## src/logic/mom_params.svh

```systemverilog
// Constants for the memory overlay map decoder
`ifndef MOM_PARAMS_SVH
`define MOM_PARAMS_SVH
`define MOM_OFF_CTRL      12'h000
`define MOM_OFF_STATUS    12'h004
`define MOM_OFF_REQ       12'h008
`define MOM_OFF_RESULT    12'h00c
`define MOM_OFF_BYTEADDR  12'h010
`define MOM_CTRL_RST      32'h0000_0000
`define MOM_PM_SPLIT      14'h2000
`define MOM_DM_REG_BASE   14'h3fe0
`define MOM_OVL_INT       2'd0
`define MOM_OVL_ONE       2'd1
`define MOM_OVL_TWO       2'd2
`define MOM_BOOT_WORDS    6'd32
`define MOM_STACK_EMPTY   4'h0
`endif

```

## src/logic/mom_pkg.sv

```systemverilog
// Types for the memory overlay map decoder
package mom_pkg;
  typedef enum logic [1:0] {
    MOM_SP_PM = 2'h0,
    MOM_SP_DM = 2'h1,
    MOM_SP_IO = 2'h2,
    MOM_SP_BM = 2'h3
  } mom_space_t;
  typedef enum logic [1:0] {
    MOM_TG_INT  = 2'h0,
    MOM_TG_EXT  = 2'h1,
    MOM_TG_CREG = 2'h2,
    MOM_TG_ERR  = 2'h3
  } mom_target_t;
  typedef struct packed {
    mom_space_t  space;
    logic [13:0] addr;
    logic [7:0]  page;
  } mom_req_t;
  typedef struct packed {
    mom_target_t target;
    logic [13:0] ext_addr;
    logic [21:0] byte_addr;
    logic [2:0]  waits;
  } mom_res_t;
endpackage

```

## src/logic/mom_decode.sv

```systemverilog
// Combinational address decoder for all four memory spaces
`timescale 1ns/1ps
`default_nettype none
`include "mom_params.svh"
module mom_decode
  import mom_pkg::*;
(
  input  wire mom_req_t   req,
  input  wire logic       map_hi,
  input  wire logic [1:0] pm_ovl,
  input  wire logic [1:0] dm_ovl,
  input  wire logic [2:0] data_wait_count,
  input  wire logic [11:0] io_waits,
  output mom_res_t        res
);
  // Overlay value 0, 1 or 2 is legal; anything else is refused
  function automatic mom_target_t ovl_tgt(input logic [1:0] o);
    mom_target_t t;
    t = MOM_TG_ERR;
    if (o == `MOM_OVL_INT) begin
      t = MOM_TG_INT;
    end else if (o == `MOM_OVL_ONE || o == `MOM_OVL_TWO) begin
      t = MOM_TG_EXT;
    end
    return t;
  endfunction

  always_comb begin
    res.target    = MOM_TG_INT;
    res.ext_addr  = 14'h0000;
    res.byte_addr = {req.page, req.addr};
    res.waits     = 3'h0;
    case (req.space)
      MOM_SP_PM: begin
        if (map_hi) begin
          // Low half external, upper half internal, no overlays
          res.target   = (req.addr < `MOM_PM_SPLIT) ? MOM_TG_EXT : MOM_TG_INT;
          res.ext_addr = req.addr;
        end else if (req.addr >= `MOM_PM_SPLIT) begin
          res.target   = ovl_tgt(pm_ovl);
          res.ext_addr = {pm_ovl == `MOM_OVL_TWO, req.addr[12:0]};
        end
      end
      MOM_SP_DM: begin
        if (req.addr >= `MOM_DM_REG_BASE) begin
          res.target = MOM_TG_CREG;
        end else if (req.addr < `MOM_PM_SPLIT) begin
          res.target   = ovl_tgt(dm_ovl);
          res.ext_addr = {dm_ovl == `MOM_OVL_TWO, req.addr[12:0]};
        end
        if (res.target == MOM_TG_EXT) begin
          res.waits = data_wait_count;
        end
      end
      MOM_SP_IO: begin
        // Upper three bits left at zero; peripherals must not rely on them
        res.target   = MOM_TG_EXT;
        res.ext_addr = {3'h0, req.addr[10:0]};
        res.waits    = io_waits[3*req.addr[10:9] +: 3];
      end
      MOM_SP_BM: begin
        res.target = MOM_TG_EXT;
      end
      default: begin
        res.target = MOM_TG_ERR;
      end
    endcase
  end
endmodule
`default_nettype wire

```

## src/logic/mom_boot.sv

```systemverilog
// Post-reset boot sequencer: holds the core until boot words are loaded
`timescale 1ns/1ps
`default_nettype none
`include "mom_params.svh"
module mom_boot
  import mom_pkg::*;
(
  input  wire logic clk_sys,
  input  wire logic sys_rst,
  input  wire logic map_hi,
  input  wire logic bus_req,
  input  wire logic word_loaded,
  output logic      booting,
  output logic      run
);
  typedef enum logic [2:0] {
    MOM_BS_DECIDE = 3'b001,
    MOM_BS_LOAD   = 3'b010,
    MOM_BS_RUN    = 3'b100
  } mom_bstate_t;
  mom_bstate_t st_q;
  logic [5:0]  cnt_q;

  // Boot decision taken at the first clean cycle after release
  always_ff @(posedge clk_sys) begin
    if (sys_rst) begin
      st_q <= MOM_BS_DECIDE;
    end else begin
      case (st_q)
        MOM_BS_DECIDE: begin
          if (!map_hi && !bus_req) begin
            st_q <= MOM_BS_LOAD;
          end else begin
            st_q <= MOM_BS_RUN;
          end
        end
        MOM_BS_LOAD: begin
          if (word_loaded && cnt_q == `MOM_BOOT_WORDS - 6'd1) begin
            st_q <= MOM_BS_RUN;
          end
        end
        MOM_BS_RUN: st_q <= MOM_BS_RUN;
        default: st_q <= MOM_BS_DECIDE;
      endcase
    end
  end

  // Loaded-word counter
  always_ff @(posedge clk_sys) begin
    if (sys_rst) begin
      cnt_q <= 6'h00;
    end else if (st_q == MOM_BS_LOAD && word_loaded) begin
      cnt_q <= cnt_q + 6'd1;
    end
  end

  assign booting = (st_q == MOM_BS_LOAD);
  assign run     = (st_q == MOM_BS_RUN);

  a_boot_hold: assert property (@(posedge clk_sys) disable iff (sys_rst)
    booting |-> !run) else $error("run during boot");
  a_boot_done: assert property (@(posedge clk_sys) disable iff (sys_rst)
    (booting && word_loaded && cnt_q == 6'd31) |=> run) else $error("boot did not end");
endmodule
`default_nettype wire

```

## src/logic/mom_top.sv

```systemverilog
// Memory overlay map decoder with AXI4-Lite registers
// What this block does
// - Master reset empties stack pointers, masks interrupts, clears mode status.
// - Boot runs after reset when no bus request and map pin low.
// - After boot, first fetch is from program address 0x0000.
// - Later resets keep the clock running, no stabilisation wait.
// - Program RAM is 16K x 24 with two accesses per cycle.
// - Map low: program low half internal; upper half follows program overlay.
// - Program overlay drives bit 13 low for 1, high for 2.
// - Overlay selects are not stacked; sequencer ignores program overlay.
// - Map high: no boot, no program overlay; program low half external.
// - Data 0x3FE0-0x3FFF are control registers; 0x2000-0x3FDF internal RAM.
// - Data low half internal for overlay zero, external for one or two; overlay three is refused.
// - Data overlay drives bit 13 low for 1, high for 2.
// - Internal accesses take one cycle; external data uses data wait count.
// - I/O uses eleven address bits over 2048 sixteen-bit locations.
// - I/O waits 0-7 from one of four settings by address bits 10:9.
// - Byte memory forms 22-bit address from page and address.
//
// Local design decisions: the register addresses and the AXI4-Lite slave port.
`timescale 1ns/1ps
`default_nettype none
`include "mom_params.svh"
module mom_top
  import mom_pkg::*;
(
  input  wire logic        clk_sys,
  input  wire logic        sys_rst,
  input  wire logic        memory_map_select_pin,
  input  wire logic        bus_req_pin,
  input  wire logic        boot_word_loaded,
  input  wire logic [13:0] pm_fetch_addr,
  input  wire logic [13:0] pm_data_addr,
  input  wire logic        pm_data_en,
  output logic             pm_fetch_ok,
  output logic             pm_data_ok,
  output logic             core_run,
  output logic             core_booting,
  output logic [15:0]      mode_status_register,
  output logic [3:0]       stack_ptr,
  output logic [15:0]      int_mask,
  input  wire logic        s_axi_awvalid,
  output logic             s_axi_awready,
  input  wire logic [11:0] s_axi_awaddr,
  input  wire logic        s_axi_wvalid,
  output logic             s_axi_wready,
  input  wire logic [31:0] s_axi_wdata,
  input  wire logic [3:0]  s_axi_wstrb,
  output logic             s_axi_bvalid,
  input  wire logic        s_axi_bready,
  output logic [1:0]       s_axi_bresp,
  input  wire logic        s_axi_arvalid,
  output logic             s_axi_arready,
  input  wire logic [11:0] s_axi_araddr,
  output logic             s_axi_rvalid,
  input  wire logic        s_axi_rready,
  output logic [31:0]      s_axi_rdata,
  output logic [1:0]       s_axi_rresp
);
  ////////////////////////////////////////////////////////////////////////
  // Pin synchronisers; not reset, so the pins are settled when reset lifts
  logic [1:0] map_s_q;
  logic [1:0] breq_s_q;
  logic       map_hi;
  always_ff @(posedge clk_sys) begin
    map_s_q  <= {map_s_q[0], memory_map_select_pin};
    breq_s_q <= {breq_s_q[0], bus_req_pin};
  end
  assign map_hi = map_s_q[1];

  ////////////////////////////////////////////////////////////////////////
  // Control state
  // ctrl: [1:0] program overlay, [3:2] data overlay, [6:4] data waits,
  // [18:7] four I/O region waits
  logic [31:0] ctrl_q;
  logic [1:0]  pm_ovl;
  logic [1:0]  dm_ovl;
  logic [15:0] req_q;
  logic [7:0]  page_q;
  logic        cfg_err_q;
  logic        clr_err;
  mom_req_t    dreq;
  mom_res_t    dres;
  mom_res_t    res_q;

  // Map-high mode forces program overlay to zero
  assign pm_ovl = map_hi ? `MOM_OVL_INT : ctrl_q[1:0];
  assign dm_ovl = ctrl_q[3:2];

  // Master reset effects; these registers are never pushed on any stack
  always_ff @(posedge clk_sys) begin
    if (sys_rst) begin
      mode_status_register <= 16'h0000;
      stack_ptr            <= `MOM_STACK_EMPTY;
      int_mask             <= 16'h0000;
    end else begin
      mode_status_register <= {15'h0000, core_run};
      stack_ptr            <= stack_ptr;
      int_mask             <= int_mask;
    end
  end
  // reset is synchronous, so the clock keeps running through it

  ////////////////////////////////////////////////////////////////////////
  // Program RAM dual access: fetch and data read in one cycle
  // both ports are checked against the map each cycle, 16K x 24 space
  always_ff @(posedge clk_sys) begin
    if (sys_rst) begin
      pm_fetch_ok <= 1'b0;
      pm_data_ok  <= 1'b0;
    end else begin
      pm_fetch_ok <= core_run && (map_hi ? pm_fetch_addr >= `MOM_PM_SPLIT
                     : (pm_fetch_addr < `MOM_PM_SPLIT || pm_ovl == `MOM_OVL_INT));
      pm_data_ok  <= pm_data_en && (map_hi ? pm_data_addr >= `MOM_PM_SPLIT
                     : (pm_data_addr < `MOM_PM_SPLIT || pm_ovl == `MOM_OVL_INT));
    end
  end

  ////////////////////////////////////////////////////////////////////////
  // Boot sequencer and decoder
  mom_boot u_boot (
    .clk_sys     (clk_sys),
    .sys_rst     (sys_rst),
    .map_hi      (map_hi),
    .bus_req     (breq_s_q[1]),
    .word_loaded (boot_word_loaded),
    .booting     (core_booting),
    .run         (core_run)
  );

  assign dreq.space = mom_space_t'(req_q[15:14]);
  assign dreq.addr  = req_q[13:0];
  assign dreq.page  = page_q;

  mom_decode u_dec (
    .req      (dreq),
    .map_hi   (map_hi),
    .pm_ovl   (pm_ovl),
    .dm_ovl   (dm_ovl),
    .data_wait_count    (ctrl_q[6:4]),
    .io_waits (ctrl_q[18:7]),
    .res      (dres)
  );

  // Registered decode result; bad overlay value latches an error flag
  always_ff @(posedge clk_sys) begin
    if (sys_rst) begin
      res_q     <= '0;
      cfg_err_q <= 1'b0;
    end else begin
      res_q <= dres;
      if (dres.target == MOM_TG_ERR) begin
        cfg_err_q <= 1'b1;
      end else if (clr_err) begin
        cfg_err_q <= 1'b0;
      end
    end
  end

  ////////////////////////////////////////////////////////////////////////
  // AXI4-Lite slave, one write and one read at a time
  logic        aw_q;
  logic        w_q;
  logic [11:0] awaddr_q;
  logic [31:0] wdata_q;
  logic [3:0]  wstrb_q;
  logic        do_wr;
  logic [31:0] rd_mux;

  assign s_axi_awready = !aw_q && !s_axi_bvalid;
  assign s_axi_wready  = !w_q && !s_axi_bvalid;
  assign s_axi_arready = !s_axi_rvalid;
  assign do_wr         = aw_q && w_q && !s_axi_bvalid;
  assign clr_err       = do_wr && awaddr_q == `MOM_OFF_STATUS && wdata_q[0] && wstrb_q[0];

  // Capture address and data in either order
  always_ff @(posedge clk_sys) begin
    if (sys_rst) begin
      aw_q     <= 1'b0;
      w_q      <= 1'b0;
      awaddr_q <= 12'h000;
      wdata_q  <= 32'h0000_0000;
      wstrb_q  <= 4'h0;
    end else begin
      if (s_axi_awvalid && s_axi_awready) begin
        aw_q     <= 1'b1;
        awaddr_q <= s_axi_awaddr;
      end else if (do_wr) begin
        aw_q <= 1'b0;
      end
      if (s_axi_wvalid && s_axi_wready) begin
        w_q     <= 1'b1;
        wdata_q <= s_axi_wdata;
        wstrb_q <= s_axi_wstrb;
      end else if (do_wr) begin
        w_q <= 1'b0;
      end
    end
  end

  // Register writes with byte strobes
  always_ff @(posedge clk_sys) begin
    if (sys_rst) begin
      ctrl_q <= `MOM_CTRL_RST;
      req_q  <= 16'h0000;
      page_q <= 8'h00;
    end else if (do_wr) begin
      for (int i = 0; i < 4; i++) begin
        if (wstrb_q[i] && awaddr_q == `MOM_OFF_CTRL) begin
          ctrl_q[8*i +: 8] <= wdata_q[8*i +: 8];
        end
      end
      if (awaddr_q == `MOM_OFF_REQ) begin
        if (wstrb_q[0]) req_q[7:0]  <= wdata_q[7:0];
        if (wstrb_q[1]) req_q[15:8] <= wdata_q[15:8];
        if (wstrb_q[2]) page_q      <= wdata_q[23:16];
      end
    end
  end

  // Write response; unmapped addresses answer SLVERR
  always_ff @(posedge clk_sys) begin
    if (sys_rst) begin
      s_axi_bvalid <= 1'b0;
      s_axi_bresp  <= 2'b00;
    end else if (do_wr) begin
      s_axi_bvalid <= 1'b1;
      s_axi_bresp  <= (awaddr_q == `MOM_OFF_CTRL || awaddr_q == `MOM_OFF_STATUS
                       || awaddr_q == `MOM_OFF_REQ) ? 2'b00 : 2'b10;
    end else if (s_axi_bready) begin
      s_axi_bvalid <= 1'b0;
    end
  end

  // Read mux
  always_comb begin
    case (s_axi_araddr)
      `MOM_OFF_CTRL:     rd_mux = {13'h0000, ctrl_q[18:2], pm_ovl};
      `MOM_OFF_STATUS:   rd_mux = {28'h0000000, map_hi, core_booting, core_run, cfg_err_q};
      `MOM_OFF_REQ:      rd_mux = {8'h00, page_q, req_q};
      `MOM_OFF_RESULT:   rd_mux = {11'h000, res_q.waits, res_q.target, 2'b00, res_q.ext_addr};
      `MOM_OFF_BYTEADDR: rd_mux = {10'h000, res_q.byte_addr};
      default:           rd_mux = 32'h0000_0000;
    endcase
  end

  always_ff @(posedge clk_sys) begin
    if (sys_rst) begin
      s_axi_rvalid <= 1'b0;
      s_axi_rdata  <= 32'h0000_0000;
      s_axi_rresp  <= 2'b00;
    end else if (s_axi_arvalid && s_axi_arready) begin
      s_axi_rvalid <= 1'b1;
      s_axi_rdata  <= rd_mux;
      s_axi_rresp  <= (s_axi_araddr <= `MOM_OFF_BYTEADDR && s_axi_araddr[1:0] == 2'b00) ? 2'b00 : 2'b10;
    end else if (s_axi_rready) begin
      s_axi_rvalid <= 1'b0;
    end
  end

  ////////////////////////////////////////////////////////////////////////
  // Checks
  a_rst_clear: assert property (@(posedge clk_sys)
    sys_rst |=> mode_status_register == 16'h0000 && stack_ptr == 4'h0 && int_mask == 16'h0000)
    else $error("reset did not clear state");
  a_pm_ovl_bit: assert property (@(posedge clk_sys) disable iff (sys_rst)
    (dreq.space == MOM_SP_PM && !map_hi && dreq.addr >= 14'h2000 && pm_ovl == 2'd2)
    |-> dres.target == MOM_TG_EXT && dres.ext_addr == {1'b1, dreq.addr[12:0]})
    else $error("program overlay 2 address wrong");
  a_pm_map_hi: assert property (@(posedge clk_sys) disable iff (sys_rst)
    (dreq.space == MOM_SP_PM && map_hi) |-> (dres.target == MOM_TG_EXT) == (dreq.addr < 14'h2000))
    else $error("map-high program decode wrong");
  a_dm_creg: assert property (@(posedge clk_sys) disable iff (sys_rst)
    (dreq.space == MOM_SP_DM && dreq.addr >= 14'h3fe0) |-> dres.target == MOM_TG_CREG)
    else $error("control register window wrong");
  a_dm_ovl_one: assert property (@(posedge clk_sys) disable iff (sys_rst)
    (dreq.space == MOM_SP_DM && dreq.addr < 14'h2000 && dm_ovl == 2'd1)
    |-> dres.ext_addr[13] == 1'b0 && dres.waits == ctrl_q[6:4])
    else $error("data overlay 1 wrong");
  a_io_region: assert property (@(posedge clk_sys) disable iff (sys_rst)
    (dreq.space == MOM_SP_IO && dreq.addr[10:9] == 2'd3) |-> dres.waits == ctrl_q[18:16]
    && dres.ext_addr[13:11] == 3'h0) else $error("I/O region 3 waits wrong");
  a_ovl_error: assert property (@(posedge clk_sys) disable iff (sys_rst)
    (dreq.space == MOM_SP_DM && dreq.addr < 14'h2000 && dm_ovl == 2'd3)
    |=> cfg_err_q) else $error("bad overlay not flagged");
  a_byte_addr: assert property (@(posedge clk_sys) disable iff (sys_rst)
    dres.byte_addr == {page_q, req_q[13:0]}) else $error("byte address wrong");
endmodule
`default_nettype wire

```

## config.mk

```make
export PLATFORM = sky130hd
export DESIGN_NAME = mom_top
export DESIGN_NICKNAME = d
export VERILOG_FILES = /design/src/logic/mom_pkg.sv /design/src/logic/mom_decode.sv /design/src/logic/mom_boot.sv /design/src/logic/mom_top.sv
export VERILOG_INCLUDE_DIRS = /design/src /design/src/logic
export SDC_FILE = /design/constraint.sdc
export NUM_CORES = 1
export LEC_CHECK = 0
export ABC_CLOCK_PERIOD_IN_PS = 2100
export BUFFER_PORTS_ARGS = -buffer_cell sky130_fd_sc_hd__buf_2
export CORE_MARGIN = 8
export CORE_UTILIZATION = 35
export DETAILED_ROUTE_END_ITERATION = 10
export PLACE_DENSITY = 0.69
export SYNTH_ARGS = -nofsm -noshare
export SYNTH_HDL_FRONTEND = slang
export SYNTH_SLANG_ARGS = --single-unit
```

## constraint.sdc

```tcl
create_clock -name clk_sys -period 2.1 [get_ports clk_sys]
set_clock_uncertainty 0.2 [all_clocks]
set_input_delay 0.315 -clock clk_sys [delete_from_list [all_inputs] [get_ports clk_sys]]
set_output_delay 0.315 -clock clk_sys [all_outputs]
set_load 0.05 [all_outputs]
```

Yosys cells after proc, flatten, opt, wreduce, memory -nomap -nowiden
Index checks and enable logic that the tools add are counted.
{"block": "word_totals", "regBits": 195, "out_inout_bits": 81, "elab_cells": 142}
{"block": "op_classes", "add_sub_neg": 1, "multipliers": 1, "order_cmp": 8, "eq_ne": 20, "shifts": 1, "mux": 33, "n_reduce_logical": 49}
{"operator": "$pmux 24 s5", "n": 1}
{"operator": "$ge 14x14->1 const B", "n": 4}
{"operator": "$mux 16", "n": 3}
{"operator": "$lt 14x14->1 const B", "n": 3}
{"operator": "$pmux 14 s3", "n": 1}
{"operator": "$eq 12x4->1 const B", "n": 3}
{"operator": "$eq 12x3->1 const B", "n": 2}
{"operator": "$logic_not 12->1", "n": 2}
{"operator": "$logic_and 1x1->1", "n": 19}
{"operator": "$mux 2", "n": 9}
{"operator": "$mux 14", "n": 1}
{"operator": "$eq 12x5->1 const B", "n": 1}
{"operator": "$le 12x5->1 const B", "n": 1}
{"operator": "$mux 1", "n": 12}
{"operator": "$shiftx 12x5->3", "n": 1}
{"operator": "$eq 2x2->1 const B", "n": 5}
{"operator": "$reduce_bool 2->1", "n": 5}
{"operator": "$mux 3", "n": 3}
{"operator": "$pmux 3 s3", "n": 1}
{"operator": "$reduce_and 3->1", "n": 3}
{"operator": "$eq 2x1->1 const B", "n": 4}
{"operator": "$logic_not 2->1", "n": 4}
{"operator": "$add 6x1->6 const B", "n": 1}
{"operator": "$eq 6x5->1 const B", "n": 1}
{"operator": "other kinds (11)", "n": 23}

Depth between registers and ports, before layout
{"block": "depth", "word_depth": 10, "depth_mapped": 7}

Hierarchy
Synthesis repeated with hierarchy kept, for this count alone.
{"block": "hier_totals", "hier_cells": 864, "area_unflattened_um2": 7519.7}
{"module": "mom_top", "instances": 1, "cells_per_inst": 738, "area_per_inst_um2": 6487.5, "seq_area_each_um2": 3223.1}
{"module": "mom_decode", "instances": 1, "cells_per_inst": 74, "area_per_inst_um2": 590.6, "seq_area_each_um2": 0.0}
{"module": "mom_boot", "instances": 1, "cells_per_inst": 52, "area_per_inst_um2": 441.7, "seq_area_each_um2": 180.2}

Worst setup path before layout
No wires, ideal clock.
{"block": "synth_timing", "kind": "register to register", "start": "register u_boot.st_q[1]", "end": "register s_axi_rdata[2]", "setup_ns": 0.091, "arrival_time_ns": 2.295, "required_time_ns": 1.809, "path_slack_ns": -0.486, "stages_incl_launch_ff": 5, "n_path_buf": 0, "cell_sequence": "dfxtp_1 > nor3b_1 > and3_1 > a31oi_1 > a311oi_1"}
{"block": "synth_between", "elab_chain_len": 2}
{"item": "start, declared", "line_no": "mom_boot.sv:21", "text": "mom_bstate_t st_q;"}
{"item": "start signal, assigned", "line_no": "mom_boot.sv:27", "text": "st_q <= MOM_BS_DECIDE;"}
{"item": "start signal, assigned", "line_no": "mom_boot.sv:32", "text": "st_q <= MOM_BS_LOAD;"}
{"item": "start signal, assigned", "line_no": "mom_boot.sv:34", "text": "st_q <= MOM_BS_RUN;"}
{"item": "$eq 3x2->1", "line_no": "mom_boot.sv:57", "text": "assign booting = (st_q == MOM_BS_LOAD);"}
{"item": "named net core_booting", "line_no": "mom_top.sv:38", "text": "output logic core_booting,"}
{"item": "$pmux 24 s5", "line_no": "mom_top.sv:237", "text": "case (s_axi_araddr)"}
{"item": "end signal, assigned", "line_no": "mom_top.sv:254", "text": "s_axi_rdata <= rd_mux;"}
{"item": "end, declared", "line_no": "mom_top.sv:57", "text": "output logic [31:0] s_axi_rdata,"}
The timed path passes the listed nets, and every way through them passes these cells.
A chain may end at the register's enable or synchronous reset.

Worst setup path in the final report
{"block": "layout_timing", "start": "register u_boot.st_q[1]", "end": "output core_booting"}
{"block": "layout_between", "elab_chain_len": 1}
{"item": "$eq 3x2->1", "line_no": "mom_boot.sv:57"}
{"item": "end, declared", "line_no": "mom_top.sv:38"}
Every way passes these cells.

==> impl_metrics.toml <==
[layout]
stdcell_area_mm2 = 0.009164
diodes = 0
layout-drive-gt1-share_pct = 21.47
syn_to_final_growth_pct = 25.41
fin_nets = 1047

[routing]
ant_nets = 0
drc = 0
firstDrtPassIters = 4
viasPerCell = 4.639
via_count = 5706
routed_wl_um = 18200
drtIter0Drc = 335
routedWlPerCell_um = 14.80

[synth]
yosys.area_share.simple_pct = 21.78
synth_compound_area_share_pct = 10.74
synth_top_family_by_area = "simple AND/OR/NAND/NOR gates"
async_reset_ff_share_pct = 0
synth_cell_types = 61
ys_seq_area_share_pct = 46.58
synthCells = 786
synth-xor-area-share_pct = 0.8390
synthAdderAreaFrac_pct = 1.027
synth_edf_count = 0
ys_warn_count = 0
syn_area_per_cell_um2 = 9.296
synth_ff_type = "dfxtp_1"
yosys_register_bits = 170
netlist_area_mm2 = 0.007307
muxShareOfSynthArea_pct = 9.726

[cts]
cts_setup_buffers = 0
cts-root-buf = "clkbuf_16"
cts_buffer_depth = 2
worstSkewPairLatency_ns = 0.42
cts_num_sinks = 170
cts_tree = "built"
htreeDepth = 4
cts_made_buffers = 17
clk_pin_slew_ns = 0.06

[floorplan]
row_count = 53
coreArea_mm2 = 0.02076
start_util_pct = 35.20
die_h_um = 160.5
ios = 180
die-area_mm2 = 0.02576
die_w_um = 160.5

[critical_path]
crit_path_max_incr_delay_ns = 0.44
critPathBufInv = 1
cp_cell_sequence = "nor3b_4 -> buf_2"
endpoint_kind = "primary output"
start_kind = "register"
crit_required_ns = 1.58
slowest_stage = "dfxtp_1"
critical_path_class = "reg2out"
cp_top_family = "flip-flops"
arrival_ns = 1.50
setup.worst_path.start = "u_boot.st_q[1]$_SDFFE_PP0P_"
r2r-start = "awaddr_q[11]$_SDFFE_PP0P_"
path_max_fanout = 7

[global_routing]
grt_pass1_vias = 5733
track_usage_pct = 14.06
grt_first_pass_wirelength_um = 29470
antenna_found_initial = 0
grt_max_degree = 73
overflow = 0

[sta]
rsz0062_at_grt = "no"
layout_setup_ws_ns = 0.08827
fin_crit_sh_pct = 95.80
finalSetupViolations = 0
drv_slew = 0
finalHoldViolations = 0
fmax_mhz = 497.1
finalCriticalPeriod_ns = 2.012

[min_path]
hp-start = "pm_data_addr[13]"
hp-class = "in2reg"

[run]
drv_cap = 0

[placement]
placed_cell_area_mm2 = 0.008089
dp_slack_ns = -0.1241
io_buffers = 99
place_congestion = 0.8519
dp_hpwl_um = 13200

[power]
power_density_mw_per_mm2 = 799.8
p_leak_uw = 0.003878
ir_drop_uv = 385.2
totalPowerFinal_uw = 7329

[status]
status = "complete, no violations"
## worst reg2reg max path, delay by kind of cell (launching register included)
family / cells / cell delay (ns)
AND/OR/NAND/NOR: 3 / 0.89
multiplexers: 1 / 0.34
flip-flops: 1 / 0.32
buffers and inverters: 1 / 0.14
## synthesized netlist by cell type, drive strengths merged (15+ instances only)
cell | number | area share, %
dfxtp | 170 | 47
nand2 | 99 | 5.1
buf | 64 | 6.5
nand2b | 61 | 5.2
a21oi | 51 | 3.5
nor2 | 47 | 2.4
mux2i | 44 | 6.0
inv | 29 | 1.5
clkbuf | 25 | 1.3
mux2 | 18 | 2.8
a22oi | 16 | 1.6
nor2b | 15 | 1.3
## per-stage QoR
| stage | setup TNS, ns | cells | hold slack, ns | utilization, % |
|---|---|---|---|---|
| 3_3_place_gp | -1.157 | 1152 | 0.1117 | 38.97 |
| 5_1_grt | 0 | 1230 | 0.03506 | 44.15 |
| 2_1_floorplan | -2.974 | 830 | 0.1096 | - |
| 4_1_cts | 0 | 1230 | 0.005775 | 44.09 |
| 3_5_place_dp | -1.950 | 1152 | 0.1233 | 38.97 |
| 6_report | 0 | 1230 | 0.02120 | 44.15 |
## repair_timing
action / in CTS / in global routing
resized for setup: 0 / 2
setup endpoints to repair: 0 / 6
endpoints found under the hold margin: 45 / 0
hold buffers: 46 / 0
## metal layers
metal	vias to the layer above	wire length (um)	track usage, %
met4	0	293	5.098
met2	144	8450	22.71
met1	2631	8591	17.95
li1	2915	-	-
met5	-	0	0
met3	16	862	3.353
## kinds of logic (layout without fill, tap and decap cells)
| family | Yosys count | after routing |
|---|---|---|
| compound gates | 120 | 120 |
| other cells | 1 | 45 |
| simple gates | 299 | 299 |
| buf+inv | 118 | 243 |
| xor+xnor | 7 | 7 |
| fa+ha+maj | 6 | 6 |
| mux | 65 | 65 |
| flops | 170 | 170 |
## power breakdown
group,internal (uW),switching [uW]
registers,3310,67.2
logic,265,538
clock network,1880,1270
## layout make-up
cell class,count,area [um^2]
clock buffer,18,429.2
clock inverter,14,172.7
fill,2040,11590
inverter,29,108.9
multi-input combinational,542,3432
sequential,170,3403
tap,275,344.1
timing repair buffer,182,1274
## cell usage in the layout (no fill, tap or decap), drive strengths merged, types with 4 or more instances in the layout
cell type and count:
o21ai 11, a22oi 16, clkinvlp 5, clkbuf 18, a221o 13, o21bai 4
and3 6, nand3 8, mux2 18, and2 14, nor4b 4, nand2b 61
nor4 9, nor3 9, nor2b 15, a211oi 5, inv 31, dlygate4sd3 46
nor2 47, nand2 99, buf 136, ha 6, a31oi 6, a21oi 51
dfxtp 170, mux2i 44, conb 45, clkinv 4, xor2 4, nand4 5
nor3b 5, o41ai 4
## flip-flops by register name (all words and copies together), names as in the netlist
signal / cells
cfg_err_q: 1
w_q: 1
page_q: 8
pm_fetch_ok: 1
s_axi_bvalid: 1
wstrb_q: 3
mode_status_register: 1
res_q: 41
s_axi_bresp: 1
aw_q: 1
s_axi_rvalid: 1
u_boot.cnt_q: 6
u_boot.st_q: 3
s_axi_rresp: 1
awaddr_q: 12
wdata_q: 24
breq_s_q: 2
pm_data_ok: 1
req_q: 16
map_s_q: 2
s_axi_rdata: 24
ctrl_q: 19
## worst paths after layout
| kind | to | slack (ns) | cells past startpoint |
|---|---|---|---|
| setup / recovery | core_booting | 0.09 | 2 |
| hold / removal | pm_data_ok$_SDFF_PP0_ | 0.02 | 3 |
| setup reg to reg | page_q[5]$_SDFFE_PP0P_ | 0.11 | 5 |
| hold reg to reg | breq_s_q[1]$_DFF_P_ | 0.13 | 0 |
Note: power is estimated with default switching activity, not from simulation.
